--- src/hw/gpm_pkg.sv ---
// package: encodings, reset values and widths for the eight-pin port
package gpm_pkg;
  localparam int unsigned PIN_COUNT = 8;
  localparam int unsigned FUNC_W    = 4;

  // interrupt sensing choice per pin
  typedef enum logic [2:0] {
    SENSE_FALLING = 3'h0,
    SENSE_RISING  = 3'h1,
    SENSE_BOTH    = 3'h2,
    SENSE_LOW     = 3'h3,
    SENSE_HIGH    = 3'h4
  } gpm_sense_type;

  // output drive strength
  typedef enum logic [1:0] {
    DRIVE_TWO_MILLIAMP          = 2'h0,
    DRIVE_FOUR_MILLIAMP         = 2'h1,
    DRIVE_EIGHT_MILLIAMP        = 2'h2,
    DRIVE_EIGHT_MILLIAMP_SLEWED = 2'h3
  } gpm_drive_type;

  // pad type
  typedef enum logic [2:0] {
    PAD_PUSH_PULL           = 3'h0,
    PAD_PUSH_PULL_PULLUP    = 3'h1,
    PAD_PUSH_PULL_PULLDOWN  = 3'h2,
    PAD_OPEN_DRAIN          = 3'h3,
    PAD_OPEN_DRAIN_PULLUP   = 3'h4,
    PAD_OPEN_DRAIN_PULLDOWN = 3'h5,
    PAD_ANALOG              = 3'h6
  } gpm_pad_type;

  // pin direction and ownership
  typedef enum logic [1:0] {
    DIR_SW_INPUT         = 2'h0,
    DIR_SW_OUTPUT        = 2'h1,
    DIR_PERIPHERAL_OWNED = 2'h2
  } gpm_dir_type;

  // reset values
  localparam gpm_sense_type SENSE_RESET = SENSE_FALLING;
  localparam gpm_drive_type DRIVE_RESET = DRIVE_TWO_MILLIAMP;
  localparam gpm_pad_type   PAD_RESET   = PAD_PUSH_PULL;
  localparam gpm_dir_type   DIR_RESET   = DIR_SW_INPUT;
  localparam logic [3:0]    FUNC_NONE   = 4'h0;
  localparam logic [7:0]    MASK_RESET  = 8'h00;
endpackage : gpm_pkg

--- src/hw/gpm_sense_if.sv ---
// interface: per-pin sensing settings and event results between top and detector
`timescale 1ns/1ns
interface gpm_sense_if;
  import gpm_pkg::*;
  gpm_sense_type sense [PIN_COUNT];  // sensing choice per pin
  logic [7:0]    level;              // synchronised pin levels
  logic [7:0]    hit;                // one-cycle edge hit or active level
  logic [7:0]    is_level;           // pin is level sensed
  modport ctrl (output sense, output level, input hit, input is_level);
  modport det  (input sense, input level, output hit, output is_level);
endinterface : gpm_sense_if

--- src/hw/gpm_edge_detect.sv ---
// per-pin edge and level detector for the port interrupt logic
`timescale 1ns/1ns
module gpm_edge_detect
  import gpm_pkg::*;
(
  input wire logic clk,       // system clock
  input wire logic reset_n,   // synchronous reset, active low
  gpm_sense_if.det sif        // settings in, hits out
);
  logic [7:0] prev_q;

  // previous level for edge compare; resets like the synchroniser, and with falling sense as the
  // reset default neither idle level of a pin reads as an event once reset ends
  always_ff @(posedge clk)
  begin
    if (!reset_n)
      prev_q <= 8'h00;
    else
      prev_q <= sif.level;
  end

  // one detector per pin
  genvar gi;
  for (gi = 0; gi < PIN_COUNT; gi++)
  begin : g_pin
    always_comb
    begin
      sif.hit[gi]      = 1'b0;
      sif.is_level[gi] = 1'b0;
      case (sif.sense[gi])
        SENSE_FALLING: sif.hit[gi] = prev_q[gi] & ~sif.level[gi];
        SENSE_RISING:  sif.hit[gi] = ~prev_q[gi] & sif.level[gi];
        SENSE_BOTH:    sif.hit[gi] = prev_q[gi] ^ sif.level[gi];
        SENSE_LOW:
        begin
          sif.hit[gi]      = ~sif.level[gi];
          sif.is_level[gi] = 1'b1;
        end
        SENSE_HIGH:
        begin
          sif.hit[gi]      = sif.level[gi];
          sif.is_level[gi] = 1'b1;
        end
        default:       sif.hit[gi] = 1'b0;
      endcase
    end
  end
endmodule : gpm_edge_detect

--- src/hw/gpm_port.sv ---
// eight-pin port: interrupt sensing, pad configuration, pin mux and pin data
// Functional notes
// - five sensing choices per pin
// - drive 2, 4, 8 mA or 8 mA slewed
// - push-pull or open-drain per pin
// - weak pull-up or pull-down with either type
// - analog type disconnects digital output drive; input still synchronised and sensed
// - input pins: only pulls and analog mode take effect
// - pad readback returns stored values
// - at most one function per pin
// - clear removes pending selected pins only
// - disable masks selected pins
// - enable unmasks selected pins
// - raw and masked status views
// - status bit n is pin n, upper zero
// - eight-bit mask selects pins
// - pins input, output or peripheral owned
// - masked read zeroes unselected pins
`timescale 1ns/1ns
module gpm_port
  import gpm_pkg::*;
#(
  parameter int unsigned FUNCS = 16  // peripheral functions offered on the mux
)
(
  input  wire logic          clk,              // 10 MHz system clock
  input  wire logic          reset_n,          // synchronous reset, active low
  input  wire logic [7:0]    pin_select_mask,  // pins selected by any command
  input  wire logic          set_sense,        // pulse: load sense_value
  input  wire gpm_sense_type sense_value,      // sensing choice to load
  input  wire logic          set_pad,          // pulse: load drive and pad type
  input  wire gpm_drive_type drive_value,      // drive strength to load
  input  wire gpm_pad_type   pad_value,        // pad type to load
  input  wire logic          set_dir,          // pulse: load direction
  input  wire gpm_dir_type   dir_value,        // direction to load
  input  wire logic          set_func,         // pulse: attach func_value to pins
  input  wire logic [3:0]    func_value,       // function number, 0 none
  input  wire logic          write_data,       // pulse: write out_value to pins
  input  wire logic [7:0]    out_value,        // software output data
  input  wire logic          int_clear,        // pulse: clear pending
  input  wire logic          int_disable,      // pulse: mask selected
  input  wire logic          int_enable,       // pulse: unmask selected
  input  wire logic          status_view_select, // 1 masked, 0 raw
  input  wire logic [2:0]    query_pin,        // pin for config readback
  input  wire logic [FUNCS-1:0] periph_out,    // function output data
  input  wire logic [FUNCS-1:0] periph_oe,     // function output enable
  input  wire logic [7:0]    pin_in,           // pad input levels, async
  output logic [7:0]         pin_out,          // pad output data
  output logic [7:0]         pin_oe,           // pad output enable, high drives
  output logic [7:0]         pin_pullup,       // weak pull-up enable
  output logic [7:0]         pin_pulldown,     // weak pull-down enable
  output logic [7:0]         pin_analog,       // analog input mode
  output logic [15:0]        pin_drive,        // 2 bits drive per pin
  output logic [7:0]         pin_slew,         // slew control per pin
  output logic [FUNCS-1:0]   periph_in,        // pin data to functions
  output logic [31:0]        status_value,     // chosen status view
  output logic [31:0]        read_value,       // masked pin read
  output logic               port_irq,         // port interrupt, active high
  output gpm_sense_type      sense_readback,   // query_pin sensing
  output gpm_drive_type      drive_readback,   // query_pin drive
  output gpm_pad_type        pad_readback,     // query_pin pad type
  output gpm_dir_type        dir_readback      // query_pin direction
);
  gpm_sense_type sense_q [PIN_COUNT];
  gpm_drive_type drive_q [PIN_COUNT];
  gpm_pad_type   pad_q   [PIN_COUNT];
  gpm_dir_type   dir_q   [PIN_COUNT];
  logic [3:0]    func_q  [PIN_COUNT];
  logic [7:0]    sync1_q, sync2_q;
  logic [7:0]    data_q;
  logic [7:0]    raw_q, raw_d;
  logic [7:0]    en_q;
  logic [7:0]    drv_d, oe_d, pu_d, pd_d, an_d, sl_d;
  logic [15:0]   str_d;
  logic [FUNCS-1:0] pin_in_d;
  gpm_sense_if   sif ();

  gpm_edge_detect u_det (
    .clk     (clk),
    .reset_n (reset_n),
    .sif     (sif)
  );

  // two-stage synchroniser for pad inputs; only the second stage is read
  always_ff @(posedge clk)
  begin
    if (!reset_n)
    begin
      sync1_q <= 8'h00;
      sync2_q <= 8'h00;
    end
    else
    begin
      sync1_q <= pin_in;
      sync2_q <= sync1_q;
    end
  end

  assign sif.level = sync2_q;

  // per-pin configuration storage, stored as written even for inputs
  genvar gi;
  for (gi = 0; gi < PIN_COUNT; gi++)
  begin : g_cfg
    assign sif.sense[gi] = sense_q[gi];
    always_ff @(posedge clk)
    begin
      if (!reset_n)
      begin
        sense_q[gi] <= SENSE_RESET;
        drive_q[gi] <= DRIVE_RESET;
        pad_q[gi]   <= PAD_RESET;
        dir_q[gi]   <= DIR_RESET;
        func_q[gi]  <= FUNC_NONE;
      end
      else if (pin_select_mask[gi])
      begin
        if (set_sense)
          sense_q[gi] <= sense_value;
        if (set_pad)
        begin
          drive_q[gi] <= drive_value;
          pad_q[gi]   <= pad_value;
        end
        if (set_dir)
          dir_q[gi] <= dir_value;
        if (set_func)
          func_q[gi] <= func_value;  // one number per pin holds
      end
    end
  end

  // software output data, only selected pins change together
  always_ff @(posedge clk)
  begin
    if (!reset_n)
      data_q <= MASK_RESET;
    else if (write_data)
      data_q <= (data_q & ~pin_select_mask) | (out_value & pin_select_mask);
  end

  // interrupt mask: enable and disable act on selected pins only
  always_ff @(posedge clk)
  begin
    if (!reset_n)
      en_q <= MASK_RESET;
    else if (int_enable)
      en_q <= en_q | pin_select_mask;
    else if (int_disable)
      en_q <= en_q & ~pin_select_mask;
  end

  // raw status: edges stick, levels follow; a new hit beats a clear
  always_comb
  begin
    raw_d = raw_q & ~(int_clear ? pin_select_mask : 8'h00);
    raw_d = raw_d | sif.hit;
    raw_d = (raw_d & ~sif.is_level) | (sif.hit & sif.is_level);
  end

  always_ff @(posedge clk)
  begin
    if (!reset_n)
      raw_q <= 8'h00;
    else
      raw_q <= raw_d;
  end

  // pad drive computation per pin
  always_comb
  begin
    drv_d    = 8'h00;
    oe_d     = 8'h00;
    pu_d     = 8'h00;
    pd_d     = 8'h00;
    an_d     = 8'h00;
    sl_d     = 8'h00;
    str_d    = 16'h0000;
    pin_in_d = '0;
    for (int i = 0; i < PIN_COUNT; i++)
    begin
      logic od;
      logic drive_en;
      logic val;
      od       = 1'b0;
      drive_en = 1'b0;
      val      = 1'b0;
      if (dir_q[i] == DIR_SW_OUTPUT)
      begin
        drive_en = 1'b1;
        val      = data_q[i];
      end
      else if (dir_q[i] == DIR_PERIPHERAL_OWNED && func_q[i] != FUNC_NONE)
      begin
        drive_en = periph_oe[func_q[i]];
        val      = periph_out[func_q[i]];
        pin_in_d[func_q[i]] = sync2_q[i];
      end
      // pulls apply in every direction, so input pins still see them
      pu_d[i] = (pad_q[i] == PAD_PUSH_PULL_PULLUP) || (pad_q[i] == PAD_OPEN_DRAIN_PULLUP);
      pd_d[i] = (pad_q[i] == PAD_PUSH_PULL_PULLDOWN) || (pad_q[i] == PAD_OPEN_DRAIN_PULLDOWN);
      an_d[i] = (pad_q[i] == PAD_ANALOG);
      od = (pad_q[i] == PAD_OPEN_DRAIN) || (pad_q[i] == PAD_OPEN_DRAIN_PULLUP) ||
           (pad_q[i] == PAD_OPEN_DRAIN_PULLDOWN);
      if (an_d[i])
        drive_en = 1'b0;
      // open drain only pulls low; high is released to the pull or board
      oe_d[i]  = drive_en & (od ? ~val : 1'b1);
      drv_d[i] = od ? 1'b0 : val;
      str_d[2*i +: 2] = drive_en ? drive_q[i] : DRIVE_RESET;
      sl_d[i] = drive_en && (drive_q[i] == DRIVE_EIGHT_MILLIAMP_SLEWED);
    end
  end

  // all outputs registered
  always_ff @(posedge clk)
  begin
    if (!reset_n)
    begin
      pin_out        <= 8'h00;
      pin_oe         <= 8'h00;
      pin_pullup     <= 8'h00;
      pin_pulldown   <= 8'h00;
      pin_analog     <= 8'h00;
      pin_drive      <= 16'h0000;
      pin_slew       <= 8'h00;
      periph_in      <= '0;
      status_value   <= 32'h00000000;
      read_value     <= 32'h00000000;
      port_irq       <= 1'b0;
      sense_readback <= SENSE_RESET;
      drive_readback <= DRIVE_RESET;
      pad_readback   <= PAD_RESET;
      dir_readback   <= DIR_RESET;
    end
    else
    begin
      pin_out        <= drv_d;
      pin_oe         <= oe_d;
      pin_pullup     <= pu_d;
      pin_pulldown   <= pd_d;
      pin_analog     <= an_d;
      pin_drive      <= str_d;
      pin_slew       <= sl_d;
      periph_in      <= pin_in_d;
      status_value   <= {24'h000000, status_view_select ? (raw_q & en_q) : raw_q};
      read_value     <= {24'h000000, sync2_q & pin_select_mask};
      port_irq       <= |(raw_q & en_q);
      sense_readback <= sense_q[query_pin];
      drive_readback <= drive_q[query_pin];
      pad_readback   <= pad_q[query_pin];
      dir_readback   <= dir_q[query_pin];
    end
  end
endmodule : gpm_port

--- config.mk ---
export PLATFORM = sky130hd
export DESIGN_NAME = gpm_port
export DESIGN_NICKNAME = d
export VERILOG_FILES = /design/src/hw/gpm_pkg.sv /design/src/hw/gpm_sense_if.sv /design/src/hw/gpm_edge_detect.sv /design/src/hw/gpm_port.sv
export SDC_FILE = /design/constraint.sdc
export NUM_CORES = 1
export LEC_CHECK = 0
export ABC_AREA = 1
export BUFFER_PORTS_ARGS = -buffer_cell sky130_fd_sc_hd__clkbuf_2
export CAP_MARGIN = 10
export CORE_MARGIN = 2
export CORE_UTILIZATION = 30
export DETAILED_ROUTE_END_ITERATION = 10
export REMOVE_ABC_BUFFERS = 1
export SETUP_SLACK_MARGIN = 0.2
export SYNTH_ARGS = -nofsm -noshare
export SYNTH_HDL_FRONTEND = slang
export SYNTH_HIERARCHICAL = 1
export SYNTH_SLANG_ARGS = --single-unit
export TNS_END_PERCENT = 5
--- constraint.sdc ---
create_clock -name clk -period 1.9 [get_ports clk]
set_input_delay 0.19 -clock clk [delete_from_list [all_inputs] [get_ports clk]]
set_output_delay 0.19 -clock clk [all_outputs]
set_load 0.005 [all_outputs]
==> flow_metrics.tcl <==
set metrics [dict create \
    max_slew_margin 0.2335 \
    min_path_type "in2reg" \
    ys_seq_area_frac 0.4007 \
    ys_types 42 \
    reg2reg_depth 12 \
    routed_via_density 4.835 \
    period_minus_slack_ps 1773 \
    synth_area_um2 16140 \
    clock_path_buffers 3 \
    fmax_mhz 563.9 \
    worst_ep_arrival_time_ps 2290 \
    io-pin-count 239 \
    ys_ff_latch 267 \
    firstDrtPassIters 6 \
    synth_area_leaders "edfxtp_1, dfxtp_1, nand2_1" \
    slew_violations 0 \
    globalRouteTotalUtil 0.2124 \
    synthArstFlopShare 0 \
    die_w_um 235.9 \
    ys_warn_count 6 \
    most-common-layout-cells "nand2_1, nor2_1, inv_1, o21ai_0, clkbuf_2" \
    path_clk_slew_ps 60 \
    nets 2831 \
    finalHoldViolCount 0 \
    critPathKind "reg2reg" \
    drtAntennaViolNets 0 \
    grt_pass1_vias 15480 \
    place_area_um2 18200 \
    initial_utilization 0.3016 \
    path_max_fanout 23 \
    final_cell_area_um2 19740 \
    drt_iter0_drc 1359 \
    gr-total-overflow 0 \
    yosys.area.top_type "edfxtp_1" \
    synth_edf_count 112 \
    synth_top_area_frac 0.2084 \
    grt_pass1_wl_um 90870 \
    fp.coreArea_um2 53500 \
    status "finished, final reports clean" \
    antenna_found_initial 4 \
    tritoncts "done" \
    grt_max_degree 46 \
    worstMarginPinSlew_ps 1138 \
    die_area_um2 55660 \
    cts-root-buf "clkbuf_16" \
    die_h_um 235.9 \
    drive_gt1_frac 0.1597 \
    drc 0 \
    p_per_area_nw_per_um2 793.3 \
    rows 85 \
    hold_depth 3 \
    skew_ps 20.34 \
    port_buffers 190 \
    ys.flop_type "dfxtp_1" \
    syn-mean-instance-area_um2 6.536 \
    wl_um 60950 \
    synthCells 2469 \
    fin_setup_tns_ps 0 \
    clk-insertion-delay-late_ps 590 \
    start_kind "flip-flop" \
    n_fill_cell 5741 \
    routedWlPerCell_um 17.65 \
    finalCritPeriodShare 0.9334 \
    max_cap_viol_count 0 \
    endpoint_kind "flip-flop" \
    gp_congestion 0.9419 \
    rsz0062_at_grt "true" \
    setup_viol 0 \
    num_vias 16700 \
    leakagePower_nw 9.664 \
    clkSinkCount 267 \
    h-tree-depth 1 \
    syn_to_final_growth_pct 22.33 \
    crit_required_ps 2420 \
    dp_hpwl_um 46540 \
    ir_worst_vdd_v 0.0006770 \
    final_common_cell "nand2_1" \
    cts_inserted_buffers 31 \
]
-- final timing paths --
| check | startpoint | endpoint | slack, ps |
|---|---|---|---|
| max | func_q[0][0]$_SDFFCE_PN0P_ | periph_in[2]$_SDFF_PN0_ | 130 |
| min | reset_n | sif.level[7]$_SDFF_PN0_ | 30 |
| max reg2reg | func_q[0][0]$_SDFFCE_PN0P_ | periph_in[2]$_SDFF_PN0_ | 130 |
| min reg2reg | sync1_q[0]$_SDFF_PN0_ | sif.level[0]$_SDFF_PN0_ | 410 |
-- worst max-delay path: stages (launching register included) --
cell      delay, ps
edfxtp_1        490
buf_12          210
nor2_4          160
inv_1           110
nor2_4          150
nand2_1          70
nand2_1          60
nand2_1          70
nand2_1          90
nand2_1          80
nand2_1          90
nand2_1          60
nand2_1          60
-- report_power, final --
part	internal (mW)	switching (mW)	total (mW)
Combinational	1.02	1.98	3.00
Sequential	6.37	0.298	6.67
Clock	3.35	2.64	5.99
Total	10.7	4.92	15.7
-- per-layer routing --
metal	GRT usage	up-vias	wire length [um]
met2	0.3409	686	27450
met1	0.2774	7595	25790
li1	-	8286	-
met3	0.03476	124	4540
met5	0	-	29
met4	0.1040	4	3136
-- cells by family (layout without fill, tap and decap cells) --
| group | after synthesis | after routing | synth area share |
|---|---|---|---|
| AOI/OAI and AO/OA | 402 | 402 | 0.1325 |
| adders and majority gates | 16 | 16 | 0.01241 |
| buffers and inverters | 453 | 692 | 0.1233 |
| DFF | 267 | 267 | 0.4007 |
| other | 1 | 50 | 0.0002324 |
| and+or+nand+nor | 1330 | 1330 | 0.3309 |
-- synth_stat cells (2+ instances only) --
master    number
a211oi_1       5
a21oi_1      112
a221oi_1       2
a22o_1         2
a22oi_1        4
a31oi_1       19
a32oi_1        6
and3_1         3
buf_1          8
buf_2         46
buf_4         53
buf_6          4
clkbuf_1      49
dfxtp_1      155
edfxtp_1     112
ha_1          16
inv_1        282
inv_2          9
nand2_1      822
nand2_2        2
nand3_1      112
nand3b_1       8
nand4_1       11
nor2_1       322
nor2_2         9
nor2_4         5
nor3_1        20
nor3_2         2
nor4_1        11
o211ai_1       5
o21ai_0      211
o21ai_1       23
o22ai_1        3
o31ai_1        8
-- sequential cells by signal (all words and copies together), names as in the netlist, 2 cells and up, named ones only --
register and count:
pin_slew 8, sense_q 24, sync1_q 8, drive_readback 2, sif.level 8, pin_out 8
pad_readback 3, pin_pulldown 8, status_value 8, raw_q 8, pin_drive 16, sense_readback 3
u_det/prev_q 8, dir_q 16, periph_in 16, read_value 8, func_q 32, drive_q 16
pin_oe 8, dir_readback 2, pin_pullup 8, pin_analog 8, pad_q 24
-- layout make-up --
type	instances	area (um2)	area share
Multi-Input combinational cell	1797	8006	0.4056
Timing Repair Buffer	341	2268	0.1149
Clock buffer	36	835.8	0.04234
Inverter	293	1106	0.05603
Clock inverter	22	183.9	0.009317
Tap cell	696	870.8	0.04411
Antenna cell	1	2.502	0.0001268
Sequential cell	267	6466	0.3276
-- repair_timing --
| item | in CTS | in global routing |
|---|---|---|
| hold endpoints to repair | 24 | 0 |
| setup buffers | 3 | 18 |
| hold buffers | 17 | 0 |
| cloned | 0 | 2 |
| endpoints found under the setup margin | 44 | 54 |
| pin swaps | 5 | 6 |
| gates resized for setup | 3 | 52 |
-- stage by stage --
| stage | power [mW] | hold WS (ps) | util | setup slack (ps) | std cells |
|---|---|---|---|---|---|
| after floorplan | 8.210 | 283.5 | - | 78.02 | 2357 |
| after detailed placement | 9.596 | 373.9 | 0.3402 | 86.76 | 3354 |
| final | 15.66 | 33.27 | 0.3690 | 126.6 | 3453 |
| after global placement | 9.596 | 376.9 | 0.3402 | 61.88 | 3354 |
| after global routing | 16.36 | 44.00 | 0.3690 | 27.29 | 3452 |
| after CTS | 15.63 | 8.974 | 0.3631 | 82.78 | 3432 |
No activity file was read; power rests on OpenSTA's default activity.
